### src/ast_pkg.sv
// Constants, types and helpers for the serial transmitter.
// Assumes one bus-rate clock and the plain register port.
`default_nettype none
package ast_pkg;
   // ****************************************************
   // Register offsets
   // ****************************************************
   localparam int unsigned ADDR_W   = 3;           // Register address width
   localparam logic [2:0] OFS_BAUD_HI = 3'h0;      // baud_high_reg
   localparam logic [2:0] OFS_BAUD_LO = 3'h1;      // Baud modulus low byte
   localparam logic [2:0] OFS_CTRL1   = 3'h2;      // Format control
   localparam logic [2:0] OFS_CTRL2   = 3'h3;      // control_reg_two
   localparam logic [2:0] OFS_STAT1   = 3'h4;      // status_reg_one
   localparam logic [2:0] OFS_STAT2   = 3'h5;      // status_reg_two
   localparam logic [2:0] OFS_CTRL3   = 3'h6;      // control_reg_three
   localparam logic [2:0] OFS_DATA    = 3'h7;      // data_port

   // ****************************************************
   // Field positions
   // ****************************************************
   localparam int unsigned TWO_STOP_BIT  = 5;      // In baud_high_reg
   localparam int unsigned NINE_BIT      = 4;      // In format control
   localparam int unsigned TX_ON_BIT     = 3;      // In control_reg_two
   localparam int unsigned BRK_REQ_BIT   = 0;      // In control_reg_two
   localparam int unsigned TBE_BIT       = 7;      // In status_reg_one
   localparam int unsigned DONE_BIT      = 6;      // In status_reg_one
   localparam int unsigned LONG_BRK_BIT  = 2;      // In status_reg_two
   localparam int unsigned T8_BIT        = 6;      // In control_reg_three
   localparam int unsigned POL_BIT       = 4;      // In control_reg_three

   // ****************************************************
   // Reset values and timing
   // ****************************************************
   localparam int unsigned SBR_W      = 13;        // Baud modulus width
   localparam logic [12:0] SBR_RST    = 13'h0004;  // Modulus after reset
   localparam int unsigned OVERSAMPLE = 16;        // Baud clocks per bit
   localparam int unsigned FRAME_W    = 12;        // Longest shifter
   localparam logic [3:0]  BASE_LEN   = 4'ha;      // Start, 8 data, stop
   localparam logic [3:0]  LONG_EXTRA = 4'h3;      // Added by long break

   // ****************************************************
   // Types
   // ****************************************************
   // What the shifter is sending
   typedef enum logic [1:0] {MODE_IDLE, MODE_DATA, MODE_BREAK, MODE_MARK} ast_mode_e;

   // One register port request
   typedef struct packed {
      logic [2:0] addr;                            // Register offset
      logic [7:0] wdata;                           // Write data
      logic       wr;                              // Write strobe
      logic       rd;                              // Read strobe
   } ast_bus_s;

   // Character length in bit times
   function automatic logic [3:0] frame_len(input logic nine, input logic two);
      frame_len = BASE_LEN + {3'h0, nine} + {3'h0, two};
   endfunction

   // Break length in bit times
   function automatic logic [3:0] break_len(input logic nine, input logic two,
                                            input logic lng);
      break_len = frame_len(nine, two) + (lng ? LONG_EXTRA : 4'h0);
   endfunction
endpackage
`default_nettype wire

### src/ast_tx.sv
// Transmit half of the async serial unit with its register port.
// Assumes a bus master on ref_clk_i and a receiver buffer on rx_data_i.
//
// Implementation choices: the address-and-strobe port and the address map.
`timescale 1ns/1ps
`default_nettype none
module ast_tx (
   input  wire logic             ref_clk_i,   // Bus-rate clock
   input  wire logic             reset_n_i,   // Async reset, active low
   input  wire ast_pkg::ast_bus_s bus_i,      // Register request
   input  wire logic [7:0]       rx_data_i,   // Receive buffer contents
   output var  logic [7:0]       rd_data_o,   // Read data, one cycle late
   output var  logic             txd_o,       // Serial output
   output var  logic             txd_oe_o     // Transmitter owns the pin
);
   // All state of the transmitter except the baud divider
   typedef struct packed {
      logic [12:0]        sbr;                // Baud modulus
      logic               two;                // two_stop_sel
      logic               nine;               // Nine-bit format
      logic               tx_on;              // tx_on
      logic               brk_req;            // break_request
      logic               lng;                // long_break_sel
      logic               pol;                // tx_polarity_flip
      logic               t8;                 // Ninth bit to send
      logic [7:0]         tbuf;               // Transmit buffer
      logic               tbuf_t8;            // Ninth bit of buffer
      logic               full;               // Buffer holds a character
      logic               done;               // shift_done_flag
      logic               armed;              // Status read seen
      logic               idle_q;             // Idle frame queued
      logic               brk_q;              // Break frame queued
      ast_pkg::ast_mode_e mode;               // Shifter contents
      logic [11:0]        sh;                 // Shift register
      logic [3:0]         cnt;                // Bits left after this
      logic               line;               // Level before flip
      logic               txd;                // Level on the pin
      logic               own;                // Pin ownership
      logic [7:0]         rdata;              // Read answer
   } ast_state_s;

   ast_state_s st_r;                          // Current state
   ast_state_s st_nxt;                        // Next state
   logic       bit_tick;                      // One pulse per bit time
   logic       ld_data;                       // Data enters shifter
   logic       ld_brk;                        // Break enters shifter
   logic       ld_mark;                       // Idle frame enters shifter
   logic       done_set;                      // Shifter finishes this tick
   logic [11:0] frame;                        // Data frame image

   // ****************************************************
   // Baud generator
   // ****************************************************
   // Shared bus-clock divider; its tick paces every bit
   ast_baud_gen #(
      .SBR_W (ast_pkg::SBR_W),
      .OS    (ast_pkg::OVERSAMPLE)
   ) u_baud (
      .ref_clk_i  (ref_clk_i),
      .reset_n_i  (reset_n_i),
      .sbr_i      (st_r.sbr),
      .bit_tick_o (bit_tick)
   );

   // ****************************************************
   // Next-state logic
   // ****************************************************
   // Shifter first, then register writes so sets win
   always_comb begin
      st_nxt  = st_r;
      ld_data = 1'b0;
      ld_brk  = 1'b0;
      ld_mark = 1'b0;
      done_set = 1'b0;
      // Start low, data lsb first, stops high
      frame = st_r.nine ? {2'b11, st_r.tbuf_t8, st_r.tbuf, 1'b0}
                        : {3'b111, st_r.tbuf, 1'b0};
      st_nxt.rdata = 8'h00;

      // Shifter paced by the bit tick
      if (bit_tick) begin
         if (st_r.cnt != 4'h0) begin
            // Next bit; break frames shift in zeros
            st_nxt.line = st_r.sh[0];
            st_nxt.sh   = {st_r.mode != ast_pkg::MODE_BREAK, st_r.sh[11:1]};
            st_nxt.cnt  = st_r.cnt - 4'h1;
         end else if (st_r.idle_q) begin
            // Preamble or queued idle: a frame of ones
            ld_mark       = 1'b1;
            st_nxt.idle_q = 1'b0;
            st_nxt.mode   = ast_pkg::MODE_MARK;
            st_nxt.line   = 1'b1;
            st_nxt.sh     = 12'hfff;
            st_nxt.cnt    = ast_pkg::frame_len(st_r.nine, st_r.two) - 4'h1;
         end else if (st_r.brk_q) begin
            // Break frame; requeue while request stays one
            ld_brk       = 1'b1;
            st_nxt.brk_q = st_r.brk_req;
            st_nxt.mode  = ast_pkg::MODE_BREAK;
            st_nxt.line  = 1'b0;
            st_nxt.sh    = 12'h000;
            st_nxt.cnt   = ast_pkg::break_len(st_r.nine, st_r.two, st_r.lng) - 4'h1;
         end else if (st_r.full && st_r.tx_on) begin
            // Buffer moves into the shifter, buffer empty again
            ld_data     = 1'b1;
            st_nxt.full = 1'b0;
            st_nxt.mode = ast_pkg::MODE_DATA;
            st_nxt.line = frame[0];
            st_nxt.sh   = {1'b1, frame[11:1]};
            st_nxt.cnt  = ast_pkg::frame_len(st_r.nine, st_r.two) - 4'h1;
         end else begin
            // Nothing waiting: finish and idle high
            if (st_r.mode != ast_pkg::MODE_IDLE) begin
               done_set    = 1'b1;
               st_nxt.done = 1'b1;
            end
            st_nxt.mode = ast_pkg::MODE_IDLE;
            st_nxt.line = 1'b1;
         end
      end

      // Register reads
      if (bus_i.rd) begin
         unique case (bus_i.addr)
            ast_pkg::OFS_BAUD_HI: begin
               st_nxt.rdata = {2'b00, st_r.two, st_r.sbr[12:8]};
            end
            ast_pkg::OFS_BAUD_LO: begin
               st_nxt.rdata = st_r.sbr[7:0];
            end
            ast_pkg::OFS_CTRL1: begin
               st_nxt.rdata[ast_pkg::NINE_BIT] = st_r.nine;
            end
            ast_pkg::OFS_CTRL2: begin
               st_nxt.rdata[ast_pkg::TX_ON_BIT]   = st_r.tx_on;
               st_nxt.rdata[ast_pkg::BRK_REQ_BIT] = st_r.brk_req;
            end
            ast_pkg::OFS_STAT1: begin
               // Status read with the buffer empty arms the next data write
               st_nxt.rdata[ast_pkg::TBE_BIT]  = !st_r.full;
               st_nxt.rdata[ast_pkg::DONE_BIT] = st_r.done;
               if (!st_r.full) begin
                  st_nxt.armed = 1'b1;
               end
            end
            ast_pkg::OFS_STAT2: begin
               st_nxt.rdata[ast_pkg::LONG_BRK_BIT] = st_r.lng;
            end
            ast_pkg::OFS_CTRL3: begin
               st_nxt.rdata[ast_pkg::T8_BIT]  = st_r.t8;
               st_nxt.rdata[ast_pkg::POL_BIT] = st_r.pol;
            end
            default: begin
               // Data port reads the receive buffer
               st_nxt.rdata = rx_data_i;
            end
         endcase
      end

      // Register writes
      if (bus_i.wr) begin
         unique case (bus_i.addr)
            ast_pkg::OFS_BAUD_HI: begin
               st_nxt.sbr[12:8] = bus_i.wdata[4:0];
               st_nxt.two       = bus_i.wdata[ast_pkg::TWO_STOP_BIT];
            end
            ast_pkg::OFS_BAUD_LO: begin
               st_nxt.sbr[7:0] = bus_i.wdata;
            end
            ast_pkg::OFS_CTRL1: begin
               st_nxt.nine = bus_i.wdata[ast_pkg::NINE_BIT];
            end
            ast_pkg::OFS_CTRL2: begin
               st_nxt.tx_on   = bus_i.wdata[ast_pkg::TX_ON_BIT];
               st_nxt.brk_req = bus_i.wdata[ast_pkg::BRK_REQ_BIT];
               // Rising request queues one break
               if (bus_i.wdata[ast_pkg::BRK_REQ_BIT] && !st_r.brk_req) begin
                  st_nxt.brk_q = 1'b1;
                  st_nxt.done  = done_set; // Set wins over clear
               end
               // Off-to-on queues one idle frame
               if (bus_i.wdata[ast_pkg::TX_ON_BIT] && !st_r.tx_on) begin
                  st_nxt.idle_q = 1'b1;
                  st_nxt.done   = done_set; // Set wins over clear
               end
            end
            ast_pkg::OFS_STAT2: begin
               st_nxt.lng = bus_i.wdata[ast_pkg::LONG_BRK_BIT];
            end
            ast_pkg::OFS_CTRL3: begin
               st_nxt.t8  = bus_i.wdata[ast_pkg::T8_BIT];
               st_nxt.pol = bus_i.wdata[ast_pkg::POL_BIT];
            end
            ast_pkg::OFS_DATA: begin
               // Write lands only after a status read
               if (st_r.armed) begin
                  st_nxt.tbuf    = bus_i.wdata;
                  st_nxt.tbuf_t8 = st_r.t8;
                  st_nxt.full    = 1'b1;
                  st_nxt.done    = done_set; // Set wins over clear
                  st_nxt.armed   = 1'b0;
               end
            end
            default: begin
               // Status register one is read only
            end
         endcase
      end

      // Pin kept while on or while work remains
      st_nxt.own = st_nxt.tx_on || st_nxt.idle_q || st_nxt.brk_q
                   || (st_nxt.mode != ast_pkg::MODE_IDLE);
      // Output level, inverted on request
      st_nxt.txd = st_nxt.line ^ st_nxt.pol;
   end

   // ****************************************************
   // State register
   // ****************************************************
   // Reset: line high, buffer empty, done set
   always_ff @(posedge ref_clk_i or negedge reset_n_i) begin
      if (!reset_n_i) begin
         st_r      <= '0;
         st_r.sbr  <= ast_pkg::SBR_RST;
         st_r.mode <= ast_pkg::MODE_IDLE;
         st_r.done <= 1'b1;
         st_r.line <= 1'b1;
         st_r.txd  <= 1'b1;
      end else begin
         st_r <= st_nxt;
      end
   end

   assign rd_data_o = st_r.rdata;
   assign txd_o     = st_r.txd;
   assign txd_oe_o  = st_r.own;
endmodule // ast_tx
`default_nettype wire

### src/ast_baud_gen.sv
// Baud divider: one bit-rate pulse per OVERSAMPLE modulus periods.
// Assumes the modulus comes from registers on the same clock.
`timescale 1ns/1ps
`default_nettype none
module ast_baud_gen #(
   parameter int unsigned SBR_W = ast_pkg::SBR_W,       // Modulus width
   parameter int unsigned OS    = ast_pkg::OVERSAMPLE   // Sub-ticks per bit
) (
   input  wire logic             ref_clk_i,   // Bus-rate clock
   input  wire logic             reset_n_i,   // Async reset, active low
   input  wire logic [SBR_W-1:0] sbr_i,       // Modulus, zero stops
   output var  logic             bit_tick_o   // One pulse per bit time
);
   // Refuse shapes the counters cannot serve
   if (SBR_W < 1 || SBR_W > 16 || OS < 2 || OS > 16) begin : g_chk
      $error("ast_baud_gen: unsupported parameters");
   end

   // Divider state
   typedef struct packed {
      logic [SBR_W-1:0] cnt;                  // Modulus counter
      logic [3:0]       sub;                  // Sub-tick counter
      logic             tick;                 // Registered pulse
   } ast_baud_s;

   ast_baud_s st_r;                           // Current state
   ast_baud_s st_nxt;                         // Next state

   // ****************************************************
   // Divider
   // ****************************************************
   // Bus clock only; modulus zero holds the divider off
   always_comb begin
      st_nxt      = st_r;
      st_nxt.tick = 1'b0;
      if (sbr_i == '0) begin
         st_nxt.cnt = '0;
         st_nxt.sub = 4'h0;
      end else if (st_r.cnt >= sbr_i - SBR_W'(1)) begin
         st_nxt.cnt = '0;
         if (st_r.sub == 4'(OS - 1)) begin
            st_nxt.sub  = 4'h0;
            st_nxt.tick = 1'b1;
         end else begin
            st_nxt.sub = st_r.sub + 4'h1;
         end
      end else begin
         st_nxt.cnt = st_r.cnt + SBR_W'(1);
      end
   end

   // State register
   always_ff @(posedge ref_clk_i or negedge reset_n_i) begin
      if (!reset_n_i) begin
         st_r <= '0;
      end else begin
         st_r <= st_nxt;
      end
   end

   assign bit_tick_o = st_r.tick;
endmodule // ast_baud_gen
`default_nettype wire

### config.mk
export PLATFORM = sky130hd
export DESIGN_NAME = ast_tx
export DESIGN_NICKNAME = d
export VERILOG_FILES = /design/src/ast_pkg.sv /design/src/ast_tx.sv /design/src/ast_baud_gen.sv
export SDC_FILE = /design/constraint.sdc
export NUM_CORES = 1
export LEC_CHECK = 0
export BUFFER_PORTS_ARGS = -buffer_cell sky130_fd_sc_hd__clkbuf_2
export CORE_AREA = 2 2 103 105
export DETAILED_ROUTE_END_ITERATION = 16
export DIE_AREA = 0 0 105 107
export GPL_TIMING_DRIVEN = 0
export SETUP_SLACK_MARGIN = 0.4
export SYNTH_ARGS = -nofsm -noshare
export SYNTH_HDL_FRONTEND = slang
export SYNTH_HIERARCHICAL = 1
export SYNTH_SLANG_ARGS = --single-unit
### constraint.sdc
create_clock -name ref_clk_i -period 4.2 [get_ports ref_clk_i]
set_clock_uncertainty 0.2 [all_clocks]
set_input_delay 1.26 -clock ref_clk_i [delete_from_list [all_inputs] [get_ports ref_clk_i]]
set_output_delay 1.26 -clock ref_clk_i [all_outputs]
set_load 0.05 [all_outputs]
=== After elaboration in Yosys (flattened, before gate mapping) ===
Cells that the tools add are included.

* Eq/ne operators: 9
* $lt $le $gt $ge: 1
* Reduce and logical (&&, ||, !) cells: 30
* Add/subtract/negate cells: 9
* Bitwise operators: 1
* Mux-type cells: 56

{| class="wikitable"
|+ Operators with widths
! kind !! number
|-
| $mux W19 || 3
|-
| $mux W17 || 2
|-
| $mux W1 || 24
|-
| $mux W21 || 1
|-
| $mux W10 || 2
|-
| $mux W16 || 1
|-
| $mux W2 || 8
|-
| $pmux W1 S4 || 4
|-
| $reduce_and A2 Y1 || 7
|-
| $add A13 B1 Y13 const B || 1
|-
| $ge A13 B13 Y1 || 1
|-
| $logic_not A13 Y1 || 1
|-
| $mux W13 || 1
|-
| $sub A13 B1 Y13 const B || 1
|-
| $eq A3 B3 Y1 const B || 4
|-
| $mux W12 || 1
|-
| $reduce_or A4 Y1 || 3
|-
| $sub A4 B1 Y4 const B || 3
|-
| $reduce_or A5 Y1 || 2
|-
| $pmux W1 S3 || 3
|-
| $mux W4 || 2
|-
| $mux W8 || 1
|-
| $reduce_bool A4 Y1 || 2
|-
| $eq A3 B2 Y1 const B || 2
|-
| 18 further kinds || 26
|}

* Word-level logic and storage cells: 132
* Bits in registers: 81
* Output and inout port bits: 10
* Input port bits: 23

=== Longest topological paths before layout ===
Gate-level depths: netlist of run 1.

* Word-level depth: 14
* Gate-level depth with buffers: 14
* Depth with buffers taken out: 13

=== By module ===
The synthesis of run 1 kept the hierarchy.

{| class="wikitable"
|+ By module, submodules not included
! module !! instances !! cells each !! seq. area each (µm²) !! area an instance (µm²)
|-
| ast_tx || 1 || 300 || 1581.5 || 3215.6
|-
| ast_baud_gen || 1 || 145 || 450.4 || 1366.3
|}

=== Worst setup path after synthesis of run 1 ===
OpenSTA, ideal clock, no wires.

* Path type: flip-flop to flip-flop
* Start: register st_r[50] (netlist name)
* End: register u_baud/st_r[2] (netlist bit)
* Data required time: 3.866 ns
* Buffers on the path: 0
* Period minus slack after synthesis: 3.250 ns
* Data arrival time: 2.916 ns
* Library setup time: 0.134 ns
* Stages on the path, launching flop included: 14
* Slack: 0.950 ns
* Cells stage by stage: dfrtp_1 > inv_1 > ha_1 > nor3b_2 > nand2b_1 > or3_1 > nor4_1 > xnor2_1 > ha_1 > and4_1 > o211a_1 > a221oi_4 > mux2i_1 > nor2_1

{| class="wikitable"
|+ RTL lines
! item !! RTL line !! source
|-
| end signal: assignment || ast_baud_gen.sv:57 || <nowiki>st_r <= st_nxt;</nowiki>
|-
| end: declaration || ast_baud_gen.sv:26 || <nowiki>ast_baud_s st_r;</nowiki>
|}

==> reports/results.ini, run 1 <==
[final_layout]
layout-drive-gt1-share_pct=22.5
diodes=0
syn_to_final_growth_pct=12.3
nets=537
instances_no_fill=629
finalInstanceArea_mm2=0.00515
finish.utilization_pct=51.0

[sta]
slew_violations=0
setup_viol=0
finalCritPeriodShare_pct=85.5
tightest_slew_ns=0.857
fin_setup_tns_ns=0
setup_ws_ns=0.608
slew_headroom_pct=42.7
fmax_ghz=0.278
rsz0062_at_grt=false
hold_viol=0
period_minus_slack_ns=3.59

[logic_synthesis]
synth_area_per_cell_um2=10.3
synth.distinct_cells=64
synth_nets=494
yosysSeqAreaShare_pct=44.3
synth_ff_type=dfrtp_1
synthArstFlopShare_pct=100
syn-cell-area_mm2=0.00458
yosys_warnings=6
synth_edf_count=0
synthCells=445
synth_seq_cells=81

[flow_run]
maxCapViolCount=0

[clocking]
clk_pin_slew_ns=0.09
clock_path_buffers=2
cts_sinks=81
cts_buffers=9
cts_hold_buffers=0
htreeDepth=3
cts_tree=yes
clkLatencyLatePin_ns=0.36
cts_root_buf=clkbuf_8

[routing]
drt_wl_total_mm=9.88
wire_per_inst_um=15.7
route.detailed.drc=0
drtIter0Drc=113
ant_nets=0
drt-pass1-iter-count=4
route.vias.total=3339
via_per_inst=5.31

[floorplan]
dieArea_mm2=0.0112
io_pins=33
fp.dieH_um=107
rows=37
coreArea_mm2=0.0101
chipWidth_um=105
initial_core_util_pct=45.4

[outcome]
status=finished, final reports clean

[critical_path]
reg2reg_from=st_r[50]
reg2reg_depth=14
critPathLaunchType=register
endpoint_kind=register
crit_type=register to register
ff2ff_setup_slack_ns=0.61
startpoint=st_r[50]
r2r_end=u_baud/st_r[1]
cp.arrival_ns=3.68
cp_max_fo=8
endpoint=u_baud/st_r[1]
cp.required_ns=4.29

[placed_design]
place.port_buffers=30
dp_cells=612
dpl_cell_area_mm2=0.00493
gp_congestion=0.821
pre_cts_slack_ns=0.564
place_hpwl_mm=7.32

[power]
p_comb_share_pct=25.9
power.share.sequential_pct=49.4
cell_internal_pwr_mw=1.44
p_sw_share_pct=34.8
ir_drop_uv=156
clkPwrFrac_pct=24.7
p_sw_uw=769
leakage_nw=2.43
p_per_area_mw_per_mm2=429

[global_route]
globalRouteOverflowTotal=0
grt_start_max_net_pins=45
grtUsageTotal_pct=18.9
grt_pass1_vias=3182
grt_first_pass_wirelength_mm=16.5
antenna_found_initial=0

[min_path]
hold_start=st_r[15]
hold_path.class=register to register

==> worst min-delay path by stage <==
stage | to | cells after the start
detailed placement | st_r[15] | 1
finish | st_r[15] | 1
global route | st_r[15] | 1
CTS | st_r[15] | 1
floorplan | st_r[15] | 1
global placement | st_r[15] | 1
==> sequential cells by signal, summed over array words and instances (netlist names) <==
register	cells
txd_o	1
u_baud/st_r	17
rd_data_o	8
txd_oe_o	1
st_r	53
u_baud/bit_tick_o	1
==> layout by cell type, fill, tap and decap left out, types with 9 or more instances in the layout <==
cell type and instances:
mux2_2 28, clkbuf_8 10, o21ai_0 29, xor2_1 11, buf_4 9, dfrtp_1 77
a211oi_1 10, inv_1 18, ha_1 24, a21oi_1 26, nand2_1 23, a21o_1 15
nor2_1 47, xnor2_1 11, nand3_1 9, clkbuf_2 29
==> kinds of logic (layout without fill, tap and decap cells) <==
group | after synthesis | count (layout) | share of synthesized area [%]
XOR/XNOR | 22 | 22 | 4.21
buffers and inverters | 45 | 93 | 4.97
flip-flops | 81 | 81 | 44.3
AO/OA/AOI/OAI | 106 | 106 | 15.3
multiplexers | 31 | 31 | 7.54
AND/OR/NAND/NOR | 134 | 134 | 16.2
adder cells (fa/ha/maj) | 26 | 26 | 7.43
==> worst max-delay path, cell delays in order, from the launching register on <==
cell      delay, ns
dfrtp_1        0.44
inv_1          0.10
ha_1           0.20
nor3b_2        0.24
nand2b_1       0.10
or3_1          0.34
nor4_2         0.18
xnor2_1        0.13
ha_1           0.30
and4_1         0.26
o211a_1        0.21
a221oi_4       0.08
buf_12         0.17
or3b_2         0.43
a21oi_1        0.14
==> synth_stat cells (2+ instances only) <==
cell,number,area share (%)
dfstp_2,4,2.3
a22o_1,2,0.38
nand4_1,4,0.55
nor4b_1,3,0.57
clkbuf_1,7,0.57
mux2i_1,3,0.66
nor2_1,47,3.9
or3_1,2,0.27
o22ai_1,3,0.41
o21ai_0,29,3.2
mux2_2,28,6.9
nor4_1,3,0.41
dfrtp_1,77,42
nand2b_1,8,1.1
nand2_1,23,1.9
and3_1,2,0.27
nor3b_1,3,0.49
xor2_1,11,2.1
xnor2_1,11,2.1
buf_2,8,0.87
ha_1,24,6.6
a22oi_1,6,0.98
buf_4,9,1.5
inv_1,18,1.5
fa_1,2,0.87
nand3_1,9,0.98
nor4bb_1,2,0.44
a21oi_1,26,2.8
and4_1,2,0.38
a21o_1,15,2.5
nor3b_2,2,0.55
and2_1,3,0.41
a211oi_1,10,1.6
nor3_1,8,0.87
buf_6,2,0.49
==> power by group through the flow <==
stage / logic [mW] / clock network (mW) / registers, mW
CTS: 0.575 / 0.562 / 1.09
global route: 0.651 / 0.595 / 1.12
global placement: 0.542 / 0 / 1.10
finish: 0.572 / 0.544 / 1.09
floorplan: 0.430 / 0 / 1.05
detailed placement: 0.571 / 0 / 1.10
==> timing repair <==
action	in CTS	in global routing
setup endpoints to repair	0	14
setup buffers	0	1
gates resized for setup	0	1
==> per-stage QoR <==
| stage | hold WS [ns] | total power, mW |
|---|---|---|
| floorplan | 0.241 | 1.48 |
| global placement | 0.257 | 1.64 |
| detailed placement | 0.261 | 1.67 |
| CTS | 0.283 | 2.22 |
| global route | 0.312 | 2.36 |
| finish | 0.278 | 2.21 |
==> layout make-up <==
class	instances	area, um2
inverter	18	67.6
tap	136	170
multi-input combinational	319	2330
clock buffer	10	138
clock inverter	6	50.0
sequential	81	2030
timing repair buffer	32	200
fill	980	4950
buffer	27	160
==> metal layers <==
metal,global-route usage [%],part of all wire (%)
met4,7.43,1.8
met2,28.5,44
met3,3.04,3.6
met5,0,0
met1,27.4,50
Note: power is estimated with default switching activity, not from simulation.
==> run 2, diff against run 1 <==
- clock period: 4.2 -> 3.8 ns (I/O delays scaled with it)
==> run 2 against run 1 <==
Register-to-register slack got worse by 0.14 ns; largest cell class unchanged; wire length rose by 3.5%; flip-flop and latch count did not move; cell count rose by 2.2%; cell area rose by 4.3%; clock-buffer cell count did not move; combinational power rose by 25%; critical path depth rose by 2.
==> reports/results.ini, run 2 (synthesized netlist as in run 1, its figures left out) <==
[min_path]
hold_path.class=register to register
holdPathStages=1
hold_end=st_r[15]
hold_start=st_r[15]

[sta]
finalCritPeriodShare_pct=87.8
rsz0062_at_grt=true
setup_ws_ns=0.465
hold_viol=0
fin_setup_tns_ns=0
setup_viol=0
period_minus_slack_ns=3.34
slew_violations=0
fmax_ghz=0.300
tightest_slew_ns=0.832
worst_hold_slack_ns=0.278
slew_headroom_pct=44.4

[global_route]
grt_start_max_net_pins=45
antenna_found_initial=0
grt_pass1_vias=3260
grtUsageTotal_pct=19.3
globalRouteOverflowTotal=0
grt_first_pass_wirelength_mm=16.8

[final_layout]
diodes=0
nets=551
largest_register_ffs=53
final_cell_mix=dfrtp_1 (74), nor2_1 (42), o21ai_0 (29), clkbuf_2 (29), mux2_2 (28)
top_register=st_r
syn_to_final_growth_pct=17.1
layout_commonest_cell=dfrtp_1
layout-drive-gt1-share_pct=28.0
finalInstanceArea_mm2=0.00537

[critical_path]
critPathLaunchType=register
cp.required_ns=3.91
cp_max_fo=6
reg2reg_from=st_r[50]
cp.arrival_ns=3.44
ff2ff_setup_slack_ns=0.46
crit_type=register to register
slowest_stage=dfrtp_1
crit_path_frequent_cell=buf_12
worstPathCellList=inv_2 -> ha_4 -> nor3b_4 -> nand2b_1 -> or3_4 -> nor4_4 -> xnor2_1 -> ha_1 -> and4_4 -> o211a_1 -> a221oi_4 -> buf_12 -> buf_12 -> nand2b_4 -> clkbuf_16 -> nor2_1
reg2reg_depth=16
critPathMaxStageDelay_ns=0.40
r2r_end=u_baud/st_r[10]
endpoint_kind=register

[routing]
wire_per_inst_um=15.9
via_per_inst=5.33
route.detailed.drc=0
route.vias.total=3428
drt_wl_total_mm=10.2
ant_nets=0
drt-pass1-iter-count=4
drtIter0Drc=135

[clocking]
clock_path_buffers=2
cts_root_buf=clkbuf_8
cts_sinks=81
htreeDepth=3
clk_pin_slew_ns=0.09
cts_hold_buffers=0
cts_buffers=9
clkLatencyLatePin_ns=0.37
cts_tree=yes

[flow_run]
maxCapViolCount=0

[power]
p_total_mw=2.54
p_comb_share_pct=28.1
clkPwrFrac_pct=23.9
p_per_area_mw_per_mm2=473
cell_internal_pwr_mw=1.64
p_sw_uw=895
leakage_nw=2.52
power.share.sequential_pct=47.9
p_sw_share_pct=35.3
ir_drop_uv=178

[floorplan]
dieArea_mm2=0.0112
rows=37
chipWidth_um=105
io_pins=33
coreArea_mm2=0.0101
initial_core_util_pct=45.4
fp.dieH_um=107

[placed_design]
dpl_cell_area_mm2=0.00493
place.port_buffers=30
place_hpwl_mm=7.32
pre_cts_slack_ns=0.164
gp_congestion=0.821

[outcome]
status=finished, final reports clean

run 2: cell count changes in the layout (fill, tap and decap cells not counted), moves of 2 or more:
cell,change
buf_4,+12
nor2_1,-5
nor2_2,+5
dfrtp_1,-3
dfrtp_2,+3
inv_1,-2
inv_2,+2
nor3_1,-2
nor3_2,+2
nor4_4,+2
run 2: worst max path at each step:
stage,start,end,slack [ns],cells past startpoint
after detailed placement,st_r[50],u_baud/st_r[9],0.16,14
final,st_r[50],u_baud/st_r[10],0.46,16
after global placement,st_r[50],u_baud/st_r[15],0.16,14
after global routing,st_r[50],u_baud/st_r[13],0.38,16
after CTS,st_r[50],u_baud/st_r[16],0.42,16
after floorplan,st_r[50],u_baud/st_r[2],0.55,13
run 2: power by group through the flow:
stage	Combinational [mW]	Clock, mW	Sequential (mW)
finish	0.714	0.607	1.22
global route	0.801	0.659	1.24
CTS	0.681	0.621	1.20
detailed placement	0.631	0	1.22
global placement	0.599	0	1.21
floorplan	0.475	0	1.17
run 2: what timing repair did:
action / CTS / global route
pin swaps: 7 / 5
buffers inserted: 11 / 3
resized for setup: 9 / 15
gates cloned: 0 / 1
endpoints found under the setup margin: 18 / 17
run 2: cell type report:
class,instances,area [um2]
Timing Repair Buffer,46,335
Clock buffer,10,138
Fill cell,954,4720
Clock inverter,6,50.0
Sequential cell,81,2040
Multi-Input combinational cell,319,2410
Buffer,27,164
Inverter,18,67.6
Tap cell,136,170
run 2: through the flow:
stage,util (%),cells
2_1_floorplan,-,445
3_3_place_gp,48.6,611
4_1_cts,52.2,639
6_report,53.2,643
3_5_place_dp,48.9,612
5_1_grt,53.2,643
run 2: metal layers:
| layer | up-vias | global-route usage (%) | wire length (um) |
|---|---|---|---|
| met5 | - | 0 | 0 |
| met4 | 0 | 8.10 | 208 |
| met3 | 14 | 3.10 | 279 |
| met2 | 49 | 29.3 | 4580 |
| met1 | 1672 | 27.4 | 5160 |
| li1 | 1693 | - | - |
run 2: critical path: cells and delay by family (launching register included):
family | cells | cell delay, ns
simple gates | 7 | 1.12
buf+inv | 4 | 0.51
compound gates | 2 | 0.45
fa+ha+maj | 2 | 0.42
flops | 1 | 0.40
xor+xnor | 1 | 0.19
==> run 3, diff against run 2 <==
- GPL_ROUTABILITY_DRIVEN: not set -> 1
- RECOVER_POWER: not set -> 100
==> run 3 against run 2 <==
The flow now finishes with violations (capacitance limit, slew limit); cell area fell by 1.2%; setup slack got worse by 0.16 ns; register-to-register slack got worse by 0.16 ns; total power fell by 0.46%; clock-buffer cell count did not move; global-route usage did not move; cell count did not move; first-iteration DRC count fell by 14%; critical path depth did not move; wire length rose by 0.11%; sequential share of layout area rose by 0.47 points.
==> reports/results.ini, run 3 (synthesized netlist as in run 1, its figures left out) <==
[placed_design]
gp_congestion=0.821
place.port_buffers=30
dpl_cell_area_mm2=0.00493
pre_cts_slack_ns=0.164
place_hpwl_mm=7.32

[power]
power.share.sequential_pct=48.1
cell_internal_pwr_mw=1.63
p_sw_uw=892
p_sw_share_pct=35.3
p_comb_share_pct=27.9
leakage_nw=2.44
p_per_area_mw_per_mm2=476
ir_drop_uv=175
clkPwrFrac_pct=24.0
p_total_mw=2.53

[floorplan]
io_pins=33
fp.dieH_um=107
initial_core_util_pct=45.4
coreArea_mm2=0.0101
chipWidth_um=105
rows=37
dieArea_mm2=0.0112

[clocking]
clkLatencyLatePin_ns=0.36
cts_tree=yes
clock_path_buffers=2
cts_root_buf=clkbuf_8
htreeDepth=3
clk_pin_slew_ns=0.09
cts_sinks=81
cts_buffers=9

[critical_path]
slowest_stage=dfrtp_1
cp.required_ns=3.90
cp_max_fo=6
reg2reg_from=st_r[50]
crit_type=register to register
startpoint=st_r[50]
r2r_end=u_baud/st_r[10]
critPathLaunchType=register
cp.arrival_ns=3.60
critPathMaxStageDelay_ns=0.40
reg2reg_depth=16
ff2ff_setup_slack_ns=0.30
worstPathCellList=inv_2 -> ha_4 -> nor3b_4 -> nand2b_1 -> or3_4 -> nor4_4 -> xnor2_1 -> ha_1 -> and4_4 -> o211a_1 -> a221oi_4 -> clkbuf_1 -> buf_12 -> nand2b_4 -> clkbuf_16 -> nor2_1
endpoint_kind=register
endpoint=u_baud/st_r[10]

[routing]
drt-pass1-iter-count=4
drt_wl_total_mm=10.2
wire_per_inst_um=15.9
route.detailed.drc=0
route.vias.total=3442
via_per_inst=5.35
drtIter0Drc=116
ant_nets=0

[sta]
worst_hold_slack_ns=0.278
rsz0062_at_grt=true
tightest_slew_ns=2.18
hold_viol=0
fin_setup_tns_ns=0
fmax_ghz=0.286
setup_ws_ns=0.301
slew_headroom_pct=-45.4
period_minus_slack_ns=3.50
finalCritPeriodShare_pct=92.1
setup_viol=0
slew_violations=39

[final_layout]
top_register=st_r
multi_input_comb_area_mm2=0.00239
layout-drive-gt1-share_pct=23.5
syn_to_final_growth_pct=15.7
final_cell_mix=dfrtp_1 (74), nor2_1 (42), o21ai_0 (29)
nFillCells=966
largest_register_ffs=53
area.sequential_mm2=0.00204
layout_commonest_cell=dfrtp_1
nets=551
finalInstanceArea_mm2=0.00530
diodes=0

[outcome]
violations=capacitance limit, slew limit
status=complete, but fails checks

[global_route]
grt_pass1_vias=3260
grt_start_max_net_pins=45
grtUsageTotal_pct=19.3
grt_first_pass_wirelength_mm=16.8
antenna_found_initial=0
globalRouteOverflowTotal=0

[min_path]
hold_path.class=register to register

[flow_run]
maxCapViolCount=2

==> run 3: layout make-up <==
| class | instances | area share (%) |
|---|---|---|
| multi-input combinational | 319 | 45.1 |
| timing repair buffer | 46 | 5.69 |
| buffer | 27 | 2.83 |
| tap | 136 | 3.21 |
| sequential | 81 | 38.4 |
| clock inverter | 6 | 0.944 |
| clock buffer | 10 | 2.60 |
| inverter | 18 | 1.27 |
==> run 3: layer usage <==
metal / GRT usage (%) / routed length (um)
met5: 0 / 0
met1: 27.4 / 5180
met4: 8.10 / 204
met3: 3.10 / 295
met2: 29.3 / 4560
==> run 3: worst min path at each step <==
stage                         from       end  slack [ns]  depth (start not counted)
after floorplan           st_r[15]  st_r[15]        0.24                          1
after global placement    st_r[15]  st_r[15]        0.26                          1
after detailed placement  st_r[15]  st_r[15]        0.26                          1
after CTS                 st_r[15]  st_r[15]        0.28                          1
after global routing      st_r[15]  st_r[15]        0.31                          1
final                     st_r[15]  st_r[15]        0.28                          1
==> run 3: critical path: cells and delay by family (launching register included) <==
family                     cells  cell delay (ns)
xor gates and xnor gates       1             0.19
adders and majority gates      2             0.42
and+or+nand+nor                7             1.12
AOI/OAI and AO/OA              2             0.39
DFF                            1             0.40
buffers and inverters          4             0.71
==> run 3: metrics by stage <==
step	util (%)	instances
after floorplan	-	445
after global placement	48.6	611
after detailed placement	48.9	612
after CTS	52.2	639
after global routing	52.5	643
final	52.5	643
==> run 3: repair_timing <==
action | in CTS | in global routing
hold buffers | 0 | 0
cloned | 0 | 1
resized for setup | 9 | 15
setup endpoints to repair | 18 | 17
endpoints found under the hold margin | 0 | 0
buffers inserted | 11 | 3
pin swaps | 7 | 5
==> run 3: power by group through the flow <==
stage | registers (mW) | logic (mW) | clock network (mW)
6_report | 1.22 | 0.705 | 0.605
5_1_grt | 1.24 | 0.791 | 0.659
4_1_cts | 1.20 | 0.681 | 0.621
3_5_place_dp | 1.22 | 0.631 | 0
3_3_place_gp | 1.21 | 0.599 | 0
2_1_floorplan | 1.17 | 0.475 | 0
